$ cat src/status_flags_cfg.svh
// Offsets, bit positions and reset values of the CPU status register
`ifndef STATUS_FLAGS_CFG_SVH
`define STATUS_FLAGS_CFG_SVH

// ==========================================================
// Location in data memory
`define STATUS_ADDR 8'h03

// ==========================================================
// Field positions
`define BANK_MSB 7
`define BANK_LSB 5
`define TIMEOUT_BIT 4
`define POWERDOWN_BIT 3
`define ZERO_BIT 2
`define DIGIT_CARRY_BIT 1
`define CARRY_BIT 0

// ==========================================================
// Reset values
`define BANK_RESET 3'h0
`define TIMEOUT_POR 1'h1
`define POWERDOWN_POR 1'h1
`define READ_IDLE 8'h00

`endif

$ cat src/cpu_status_pkg.sv
// Types shared by the status register and its flag logic
package cpu_status_pkg;

  // ==========================================================
  // Instruction classes seen by the flag logic
  typedef enum logic [3:0] {
    OP_NONE           = 4'h0,
    OP_ADD            = 4'h1,
    OP_SUB            = 4'h2,
    OP_AND            = 4'h3,
    OP_CLEAR_REG      = 4'h4,
    OP_ROT_RIGHT      = 4'h5,
    OP_ROT_LEFT       = 4'h6,
    OP_BIT_CLEAR      = 4'h7,
    OP_BIT_SET        = 4'h8,
    OP_NIBBLE_SWAP    = 4'h9,
    OP_MOVE_W         = 4'ha,
    OP_CLEAR_WATCHDOG = 4'hb,
    OP_SLEEP          = 4'hc
  } alu_op_e;

endpackage

$ cat src/status_alu.sv
// Result and flag logic for instructions that touch the status flags
`timescale 1ns/1ps
`default_nettype none

module status_alu (
  input wire cpu_status_pkg::alu_op_e op_i,
  input wire logic [7:0] freg_i,
  input wire logic [7:0] w_i,
  input wire logic [2:0] bit_sel_i,
  input wire logic carry_i,
  output logic [7:0] result_o,
  output logic writes_f_o,
  output logic zero_o,
  output logic digit_carry_o,
  output logic carry_o,
  output logic zero_en_o,
  output logic digit_carry_en_o,
  output logic carry_en_o
);

  logic [8:0] sum;
  logic [4:0] low;

  // ==========================================================
  // Operation decode
  always_comb begin
    sum = 9'h000;
    low = 5'h00;
    result_o = 8'h00;
    writes_f_o = 1'b0;
    digit_carry_o = 1'b0;
    carry_o = 1'b0;
    zero_en_o = 1'b0;
    digit_carry_en_o = 1'b0;
    carry_en_o = 1'b0;
    case (op_i)
      cpu_status_pkg::OP_ADD: begin
        sum = {1'b0, freg_i} + {1'b0, w_i};
        low = {1'b0, freg_i[3:0]} + {1'b0, w_i[3:0]};
        result_o = sum[7:0];
        carry_o = sum[8];
        digit_carry_o = low[4];
        writes_f_o = 1'b1;
        {zero_en_o, digit_carry_en_o, carry_en_o} = 3'h7;
      end
      cpu_status_pkg::OP_SUB: begin
        // Two's complement add: carry set means no borrow
        sum = {1'b0, freg_i} + {1'b0, ~w_i} + 9'h001;
        low = {1'b0, freg_i[3:0]} + {1'b0, ~w_i[3:0]} + 5'h01;
        result_o = sum[7:0];
        carry_o = sum[8];
        digit_carry_o = low[4];
        writes_f_o = 1'b1;
        {zero_en_o, digit_carry_en_o, carry_en_o} = 3'h7;
      end
      cpu_status_pkg::OP_AND: begin
        result_o = freg_i & w_i;
        writes_f_o = 1'b1;
        zero_en_o = 1'b1;
      end
      cpu_status_pkg::OP_CLEAR_REG: begin
        result_o = 8'h00;
        writes_f_o = 1'b1;
        zero_en_o = 1'b1;
      end
      cpu_status_pkg::OP_ROT_RIGHT: begin
        result_o = {carry_i, freg_i[7:1]};
        carry_o = freg_i[0];
        writes_f_o = 1'b1;
        carry_en_o = 1'b1;
      end
      cpu_status_pkg::OP_ROT_LEFT: begin
        result_o = {freg_i[6:0], carry_i};
        carry_o = freg_i[7];
        writes_f_o = 1'b1;
        carry_en_o = 1'b1;
      end
      cpu_status_pkg::OP_BIT_CLEAR: begin
        result_o = freg_i & ~(8'h01 << bit_sel_i);
        writes_f_o = 1'b1;
      end
      cpu_status_pkg::OP_BIT_SET: begin
        result_o = freg_i | (8'h01 << bit_sel_i);
        writes_f_o = 1'b1;
      end
      cpu_status_pkg::OP_NIBBLE_SWAP: begin
        result_o = {freg_i[3:0], freg_i[7:4]};
        writes_f_o = 1'b1;
      end
      cpu_status_pkg::OP_MOVE_W: begin
        result_o = w_i;
        writes_f_o = 1'b1;
      end
      default: begin
        result_o = 8'h00;
      end
    endcase
    zero_o = (result_o == 8'h00);
  end

endmodule // status_alu

`default_nettype wire

$ cat src/reset_cause_flags.sv
// Time-out and power-down reset-cause bits
`timescale 1ns/1ps
`default_nettype none
`include "status_flags_cfg.svh"

module reset_cause_flags (
  input wire logic sys_clk_i,
  input wire logic por_i,
  input wire logic clear_watchdog_i,
  input wire logic sleep_i,
  input wire logic watchdog_timeout_i,
  output logic timeout_flag_o,
  output logic powerdown_flag_o
);

  logic timeout_d;
  logic powerdown_d;

  // ==========================================================
  // Next values; a time-out event beats a same-cycle set
  always_comb begin
    timeout_d = timeout_flag_o;
    powerdown_d = powerdown_flag_o;
    if (clear_watchdog_i || sleep_i) begin
      timeout_d = 1'b1;
    end
    if (watchdog_timeout_i) begin
      timeout_d = 1'b0;
    end
    if (clear_watchdog_i) begin
      powerdown_d = 1'b1;
    end
    if (sleep_i) begin
      powerdown_d = 1'b0;
    end
  end

  always_ff @(posedge sys_clk_i) begin
    if (por_i) begin
      timeout_flag_o <= `TIMEOUT_POR;
      powerdown_flag_o <= `POWERDOWN_POR;
    end else begin
      timeout_flag_o <= timeout_d;
      powerdown_flag_o <= powerdown_d;
    end
  end
endmodule // reset_cause_flags

`default_nettype wire

$ cat src/cpu_status_flag_register.sv
// CPU status register: flags, reset cause and bank bits
`timescale 1ns/1ps
`default_nettype none
`include "status_flags_cfg.svh"

module cpu_status_flag_register (
  input wire logic sys_clk_i,
  input wire logic reset_i,
  input wire logic por_i,
  input wire logic [7:0] addr_i,
  input wire logic [7:0] wdata_i,
  input wire logic wr_i,
  input wire logic rd_i,
  output logic [7:0] rdata_o,
  input wire logic instr_valid_i,
  input wire cpu_status_pkg::alu_op_e instr_op_i,
  input wire logic [7:0] instr_freg_i,
  input wire logic [7:0] instr_w_i,
  input wire logic [2:0] instr_bit_i,
  input wire logic instr_dest_status_i,
  input wire logic watchdog_timeout_i,
  output logic [7:0] result_o,
  output logic result_valid_o,
  output logic [7:0] status_o
);

  // ==========================================================
  // State
  logic [2:0] bank_q;
  logic [2:0] bank_d;
  logic zero_q;
  logic zero_d;
  logic dc_q;
  logic dc_d;
  logic carry_q;
  logic carry_d;
  logic [7:0] result_d;
  logic result_valid_d;
  logic [7:0] rdata_d;
  logic timeout_flag;
  logic powerdown_flag;
  logic [7:0] status_cur;
  logic [7:0] freg;
  logic any_reset;
  logic bus_hit_wr;
  logic instr_go;

  logic [7:0] alu_result;
  logic alu_writes_f;
  logic alu_zero;
  logic alu_dc;
  logic alu_carry;
  logic alu_zero_en;
  logic alu_dc_en;
  logic alu_carry_en;
  logic any_flag_en;

  assign status_cur = {bank_q, timeout_flag, powerdown_flag, zero_q, dc_q, carry_q};
  assign any_reset = reset_i || por_i;
  assign bus_hit_wr = wr_i && (addr_i == `STATUS_ADDR);
  assign instr_go = instr_valid_i && !any_reset;
  // Read-modify-write instructions on the status register see its own value
  assign freg = instr_dest_status_i ? status_cur : instr_freg_i;
  assign any_flag_en = alu_zero_en || alu_dc_en || alu_carry_en;

  // ==========================================================
  // Flag logic
  status_alu u_alu (
    .op_i(instr_op_i),
    .freg_i(freg),
    .w_i(instr_w_i),
    .bit_sel_i(instr_bit_i),
    .carry_i(carry_q),
    .result_o(alu_result),
    .writes_f_o(alu_writes_f),
    .zero_o(alu_zero),
    .digit_carry_o(alu_dc),
    .carry_o(alu_carry),
    .zero_en_o(alu_zero_en),
    .digit_carry_en_o(alu_dc_en),
    .carry_en_o(alu_carry_en)
  );

  // ==========================================================
  // Reset-cause bits
  reset_cause_flags u_cause (
    .sys_clk_i(sys_clk_i),
    .por_i(por_i),
    .clear_watchdog_i(instr_go && (instr_op_i == cpu_status_pkg::OP_CLEAR_WATCHDOG)),
    .sleep_i(instr_go && (instr_op_i == cpu_status_pkg::OP_SLEEP)),
    .watchdog_timeout_i(watchdog_timeout_i),
    .timeout_flag_o(timeout_flag),
    .powerdown_flag_o(powerdown_flag)
  );

  // ==========================================================
  // Register next values; instruction overrides a same-cycle bus write
  always_comb begin
    bank_d = bank_q;
    zero_d = zero_q;
    dc_d = dc_q;
    carry_d = carry_q;
    if (bus_hit_wr) begin
      // Time-out and power-down positions are dropped
      bank_d = wdata_i[`BANK_MSB:`BANK_LSB];
      zero_d = wdata_i[`ZERO_BIT];
      dc_d = wdata_i[`DIGIT_CARRY_BIT];
      carry_d = wdata_i[`CARRY_BIT];
    end
    if (instr_go) begin
      if (instr_dest_status_i && alu_writes_f) begin
        bank_d = alu_result[`BANK_MSB:`BANK_LSB];
        if (!any_flag_en) begin
          zero_d = alu_result[`ZERO_BIT];
          dc_d = alu_result[`DIGIT_CARRY_BIT];
          carry_d = alu_result[`CARRY_BIT];
        end
      end
      if (alu_zero_en) begin
        zero_d = alu_zero;
      end
      if (alu_dc_en) begin
        dc_d = alu_dc;
      end
      if (alu_carry_en) begin
        carry_d = alu_carry;
      end
    end
    result_d = instr_go ? alu_result : result_o;
    result_valid_d = instr_go;
    rdata_d = (rd_i && (addr_i == `STATUS_ADDR)) ? status_cur : `READ_IDLE;
  end

  always_ff @(posedge sys_clk_i) begin
    if (any_reset) begin
      bank_q <= `BANK_RESET;
      result_valid_o <= 1'b0;
      result_o <= 8'h00;
      rdata_o <= `READ_IDLE;
    end else begin
      bank_q <= bank_d;
      result_valid_o <= result_valid_d;
      result_o <= result_d;
      rdata_o <= rdata_d;
    end
  end

  // Flags have no reset value and ride through every reset
  always_ff @(posedge sys_clk_i) begin
    zero_q <= zero_d;
    dc_q <= dc_d;
    carry_q <= carry_d;
  end

  always_ff @(posedge sys_clk_i) begin
    if (any_reset) begin
      status_o <= {`BANK_RESET, `TIMEOUT_POR, `POWERDOWN_POR, 3'h0};
    end else begin
      status_o <= {bank_d, timeout_flag, powerdown_flag, zero_d, dc_d, carry_d};
    end
  end
endmodule // cpu_status_flag_register

`default_nettype wire

$ cat config.mk
export PLATFORM = sky130hd
export DESIGN_NAME = cpu_status_flag_register
export DESIGN_NICKNAME = d
export VERILOG_FILES = /design/src/cpu_status_pkg.sv /design/src/status_alu.sv /design/src/reset_cause_flags.sv /design/src/cpu_status_flag_register.sv
export VERILOG_INCLUDE_DIRS = /design/src
export SDC_FILE = /design/constraint.sdc
export NUM_CORES = 1
export LEC_CHECK = 0
export BUFFER_PORTS_ARGS = -buffer_cell sky130_fd_sc_hd__buf_2
export CAP_MARGIN = 0
export CORE_ASPECT_RATIO = 1.1
export CORE_MARGIN = 3
export CORE_UTILIZATION = 54
export CTS_CLUSTER_SIZE = 24
export DETAILED_ROUTE_END_ITERATION = 10
export GPL_ROUTABILITY_DRIVEN = 1
export PLACE_DENSITY_LB_ADDON = 0.05
export SYNTH_ARGS = -nofsm -noshare
export SYNTH_HDL_FRONTEND = slang
export SYNTH_SLANG_ARGS = --single-unit
$ cat constraint.sdc
create_clock -name sys_clk_i -period 3.2 [get_ports sys_clk_i]
set_clock_uncertainty 0.2 [all_clocks]
set_input_delay 0.16 -clock sys_clk_i [delete_from_list [all_inputs] [get_ports sys_clk_i]]
set_output_delay 0.16 -clock sys_clk_i [all_outputs]
set_load 0.005 [all_outputs]
### After elaboration in Yosys (flattened, before gate mapping)

Index checks and enable logic that the tools add are counted.

* shift operators: 1
* $mul: 0
* equal/unequal tests: 13
* reductions and logical operators: 19
* bitwise logic cells: 7
* div/mod/pow operators: 0
* mux-type cells: 30
* order comparisons: 0
* add/sub/neg operators: 6

Operators by type and width (number)
* $pmux W8 S9: 1
* $mux W1: 23
* $eq A4 B4 Y1 const B: 5
* $add A8 B8 Y9: 2
* $and A8 B8 Y8: 2
* $eq A4 B3 Y1 const B: 4
* $not A8 Y8: 2
* $add A4 B4 Y5: 2
* $reduce_or A10 Y1: 1
* $add A9 B1 Y9 const B: 1
* $mux W3: 3
* $eq A4 B2 Y1 const B: 2
* $eq A8 B2 Y1 const B: 1
* $logic_not A8 Y1: 1
* $mux W8: 1
* $or A8 B8 Y8: 1
* $reduce_or A4 Y1: 2
* $shl A1 B3 Y8 const A: 1
* $logic_and A1 B1 Y1: 6
* $add A5 B1 Y5 const B: 1
* $eq A4 B1 Y1 const B: 1
* $logic_or A1 B1 Y1: 4
* $not A4 Y4: 1
* $pmux W1 S4: 1
* 5 further kinds: 7

* ROM bits: 0
* memory bits (writable): 0
* register bits: 33
* bits in latches: 0
* output and inout bits: 25
* input bits: 47
* memories kept: 0

### Longest topological paths before layout

* depth in word-level cells: 9
* mapped depth: 13

### Modules after synthesis

A second synthesis with hierarchy kept.

* cell total of the unflattened synthesis: 362
* area total of the unflattened synthesis: 2852.7 sq um

By module, submodules not included
* status_alu: times used 1, area an instance 1587.8 sq um, cells an instance 235, sequential area each 0.0 sq um
* cpu_status_flag_register: times used 1, area an instance 1201.2 sq um, cells an instance 121, sequential area each 560.5 sq um
* reset_cause_flags: times used 1, area an instance 63.8 sq um, cells an instance 6, sequential area each 40.0 sq um

### Least setup slack after synthesis

No wires, ideal clock.

* kind: input port to flip-flop
* from: in instr_dest_status_i
* to: reg status_o[2]
* buffers on the path: 1
* stages: 13
* slack: 253 ps
* arrival: 2672 ps
* library setup time: 75 ps
* data required time: 2925 ps
* cells stage by stage: buf_6 > mux2i_4 > inv_1 > ha_1 > inv_1 > fa_1 > nor3b_2 > nor3_1 > and3_1 > o31a_1 > a2111oi_1 > o211ai_1 > o22ai_1

* word-level cells in the longest chain between the ends: 8
* elaborated cells between the ends (all ways): 14
* those cells by class: add/sub (3); mux (6); bitwise (3); reduce/logical (2)

RTL lines
* start: declaration: line cpu_status_flag_register.sv:20 `input wire logic instr_dest_status_i,`
* $mux W8: line cpu_status_flag_register.sv:63 `assign freg = instr_dest_status_i ? status_cur : instr_freg_i;`
* $add A8 B8 Y9: line status_alu.sv:48 `sum = {1'b0, freg_i} + {1'b0, ~w_i} + 9'h001;`
* $add A9 B1 Y9: line status_alu.sv:48
* $pmux W8 S9: line status_alu.sv:36 `case (op_i)`
* $mux W1: line cpu_status_flag_register.sv:113 `if (!any_flag_en) begin`
* $mux W1: line cpu_status_flag_register.sv:111 `if (instr_dest_status_i && alu_writes_f) begin`
* $mux W1 *: line cpu_status_flag_register.sv:119 `if (alu_zero_en) begin`
* $mux W1 *: line cpu_status_flag_register.sv:110 `if (instr_go) begin`
* end signal: assignment: line cpu_status_flag_register.sv:157 `` status_o <= {`BANK_RESET, `TIMEOUT_POR, `POWERDOWN_POR, 3'h0}; ``
* end signal: assignment: line cpu_status_flag_register.sv:159 `status_o <= {bank_d, timeout_flag, powerdown_flag, zero_d, dc_d, carry_d};`
* end: declaration: line cpu_status_flag_register.sv:24 `output logic [7:0] status_o`

Mark *: on every way between the ends. The rest lies on a longest branch, timed or not.
A chain may end at the register's enable or synchronous reset.

### Worst setup path after layout

* from: reg u_cause.powerdown_flag_o
* to: reg status_o[2]

* word-level cells in the longest chain between the ends: 7
* elaborated cells between the ends (all ways): 13
* those cells by class: add/sub (3); mux (6); bitwise (3); reduce/logical (1)

RTL lines
* start: declaration: line reset_cause_flags.sv:13 `output logic powerdown_flag_o`
* start signal: assignment: line reset_cause_flags.sv:41 `` powerdown_flag_o <= `POWERDOWN_POR; ``
* start signal: assignment: line reset_cause_flags.sv:44 `powerdown_flag_o <= powerdown_d;`
* $mux W8 *: line cpu_status_flag_register.sv:63
* $add A8 B8 Y9: line status_alu.sv:48
* $add A9 B1 Y9: line status_alu.sv:48
* $pmux W8 S9 *: line status_alu.sv:36
* $logic_not A8 Y1: line status_alu.sv:98 `zero_o = (result_o == 8'h00);`
* $mux W1 *: line cpu_status_flag_register.sv:119
* $mux W1 *: line cpu_status_flag_register.sv:110

Marks and branches as above.

==> results.ini <==
[die]
io_pins = 72
initial_core_util = 0.5632
die_h_um = 82.25
fp.dieW_um = 75.32
row_count = 27
dieArea_um2 = 6194
core-area_um2 = 5067

[route]
routedWlPerCell_um = 19.07
ant_nets = 0
drtIter0Drc = 269
highest-signal-layer = met4
met3_length_um = 804
vias = 3195
wl_met1_mm = 3.933
drc_errors = 0
drt-total-wl_mm = 9.822
routed-wl-met2_mm = 4.612
via_per_inst = 6.204
drt-pass1-iter-count = 7

[setup_path]
crit_path_top_delay_cell = mux2i_1
crit_path_frequent_cell = buf_4
cp_max_fo = 4
startpoint_type = flop
r2r_start = u_cause.powerdown_flag_o
crit_type = flop to flop
crit_chain = mux2i_1, inv_1, buf_4, ha_1, nor2b_1, nor3_2, and3_1, o31a_1, a2111oi_4, buf_4, o211ai_1, o22ai_1
crit_start = u_cause.powerdown_flag_o
endpoint = status_o[2]
required_ps = 3200
r2r.worst_path.cells = 12
slowest_delay_ps = 350
r2r-end = status_o[2]
endpoint_kind = flop
critPathArrivalTime_ps = 3040
r2r_slack_ps = 160

[run_status]
status = finished clean

[synth]
ys_types = 76
synthCells = 355
synth.avg_cell_area_um2 = 8.039
yosys.area.top_type = dfxtp_1
ys.warnings.count = 0
ys_seq_area_frac = 0.2104
synth_nets = 423
synth_seq_cells = 30
synth_top_cell_area_share = 0.2104
syn_area_um2 = 2854
ys_top_cells_by_area = dfxtp_1, ha_1, a21oi_1
async_flop_share = 0
synthFlopType = dfxtp_1
synth_edf_count = 0

[sta]
hold_viol = 0
drv_slew = 0
fin_crit_ps = 3042
max_slew.worst_pin.slew_ps = 585.4
max_freq_mhz = 328.7
slew_headroom = 0.6089
period_share = 0.9507
hold_ws_ps = 21.38
setup_violations = 0

[grt]
grt-ovfl-total = 0
grt_max_degree = 24
antenna_found_initial = 0
grt_first_pass_wirelength_mm = 15.50
grt_pass1_vias = 3057
globalRouteTotalUtil = 0.3296

[clocking]
clock_sinks = 30
htreeDepth = 2
cts_buffers = 5
cts_tree = built
ctsRootBufferMaster = clkbuf_8
clkTransAtPathRegs_ps = 60
post_cts_buffers = 0
clockBufferDepth = 2
clock_latency_ps = 280

[layout]
regArea_um2 = 601.8
fill_cells = 438
nNetsFinal = 524
drive_gt1_frac = 0.3020
syn_to_final_growth_pct = 27.01
antenna_cells = 0
multi_input_area_um2 = 2062

[pwr]
power_mw = 1.242
power_density_nw_per_um2 = 342.7
peakVddDrop_uv = 252.3
p_leak_nw = 1.658

[placed_design]
io_buffer_count = 69
hpwl_mm = 7.619
gp_congestion = 0.9712

[flow_run]
cap_violations = 0

[worst_hold_path]
hp-class = input port to flop

## through the flow
stage | instances | TNS (ps) | util | setup slack (ps) | cell area, um^2
after floorplan | 355 | 0 | - | 253.2 | 2854
after global placement | 499 | 0 | 0.6765 | 48.87 | 3428
after detailed placement | 499 | 0 | 0.6765 | 14.57 | 3428
after CTS | 515 | 0 | 0.7104 | 71.86 | 3600
after global routing | 515 | -14.12 | 0.7153 | -14.12 | 3625
final | 515 | 0 | 0.7153 | 157.7 | 3625
## layout make-up
| type | instances | area share |
|---|---|---|
| tap | 58 | 0.02002 |
| clock buffer | 7 | 0.02382 |
| sequential | 30 | 0.1660 |
| timing repair buffer | 115 | 0.1961 |
| multi-input combinational | 281 | 0.5689 |
| inverter | 23 | 0.02382 |
| clock inverter | 1 | 0.001381 |
## critical path: cells and delay by family, from the launching register on
kind / cells / cell delay (ps)
and+or+nand+nor: 3 / 420
adders and majority gates: 1 / 290
AOI/OAI and AO/OA: 4 / 930
muxes: 1 / 350
DFF: 1 / 310
buffers and inverters: 3 / 460
## cell usage in the layout (no fill, tap or decap), types with 3 or more instances in the layout
cell            n
mux2i_1         9
nor4_1          5
nand3_1         9
o21bai_1        3
xor2_1          4
o21ai_0        16
o32ai_1         5
a211oi_1        8
and2_1         10
a31oi_1         3
dfxtp_1        29
nor2_1         25
or3_1           3
dlygate4sd3_1   8
nor2b_1         8
nand2b_1        6
nand2_1        25
a22oi_1         4
a21oi_1        19
nor3_1          7
buf_4          38
o22ai_1        10
buf_2          69
o211ai_1        5
mux2_2          4
xnor2_1         5
a221oi_1        3
inv_1          22
ha_1           19
clkbuf_8        6
a32oi_1         4
o221ai_1        3
## report_power, final
| part | switching, mW | internal [mW] |
|---|---|---|
| Clock | 0.135 | 0.173 |
| Combinational | 0.289 | 0.238 |
| Sequential | 0.0144 | 0.393 |
| Total | 0.438 | 0.804 |
## worst min path at each step
stage	startpoint	to	slack (ps)	cells after the start
finish	wdata_i[1]	dc_q	20	3
global route	wdata_i[1]	dc_q	40	3
CTS	wdata_i[1]	dc_q	9	3
detailed placement	watchdog_timeout_i	u_cause.timeout_flag_o	160	2
global placement	watchdog_timeout_i	u_cause.timeout_flag_o	150	2
floorplan	reset_i	status_o[3]	60	1
## kinds of logic after synthesis
family,Yosys count,synth area share
AO/OA/AOI/OAI,106,0.2639
AND/OR/NAND/NOR,129,0.2569
flip-flops,30,0.2104
buffers and inverters,44,0.07540
adder cells (fa/ha/maj),21,0.09733
XOR/XNOR,9,0.02762
multiplexers,16,0.06839
## layer usage
metal  vias to the layer above  global-route usage
li1                       1525                   -
met5                         -                   0
met3                        36             0.04843
met1                      1440              0.4042
met2                       194              0.5458
met4                         0              0.1818
## cells in the mapped netlist, drive strengths merged (3+ instances only)
master	count
dfxtp	30
nand2	25
nor2	25
inv	23
a21oi	19
ha	19
o21ai	17
buf	12
mux2i	11
and2	10
o22ai	10
a211oi	9
clkbuf	9
nand3	9
nor2b	8
nor3	8
nand2b	6
nor4	6
mux2	5
o211ai	5
o32ai	5
xnor2	5
a221oi	4
a22oi	4
a32oi	4
xor2	4
a31oi	3
nor3b	3
nor4b	3
o21bai	3
o221ai	3
or3	3
## sequential cells by signal, summed over array words and instances, names as in the netlist, 3 cells and up
signal	count
rdata_o	8
bank_q	3
status_o	5
result_o	8
## repair_timing
item / 4_1_cts / 5_1_grt
hold endpoints to repair: 7 / 0
hold buffers: 8 / 0
endpoints found under the setup margin: 0 / 3
gates resized for setup: 0 / 5
No activity file was read; power rests on OpenSTA's default activity.
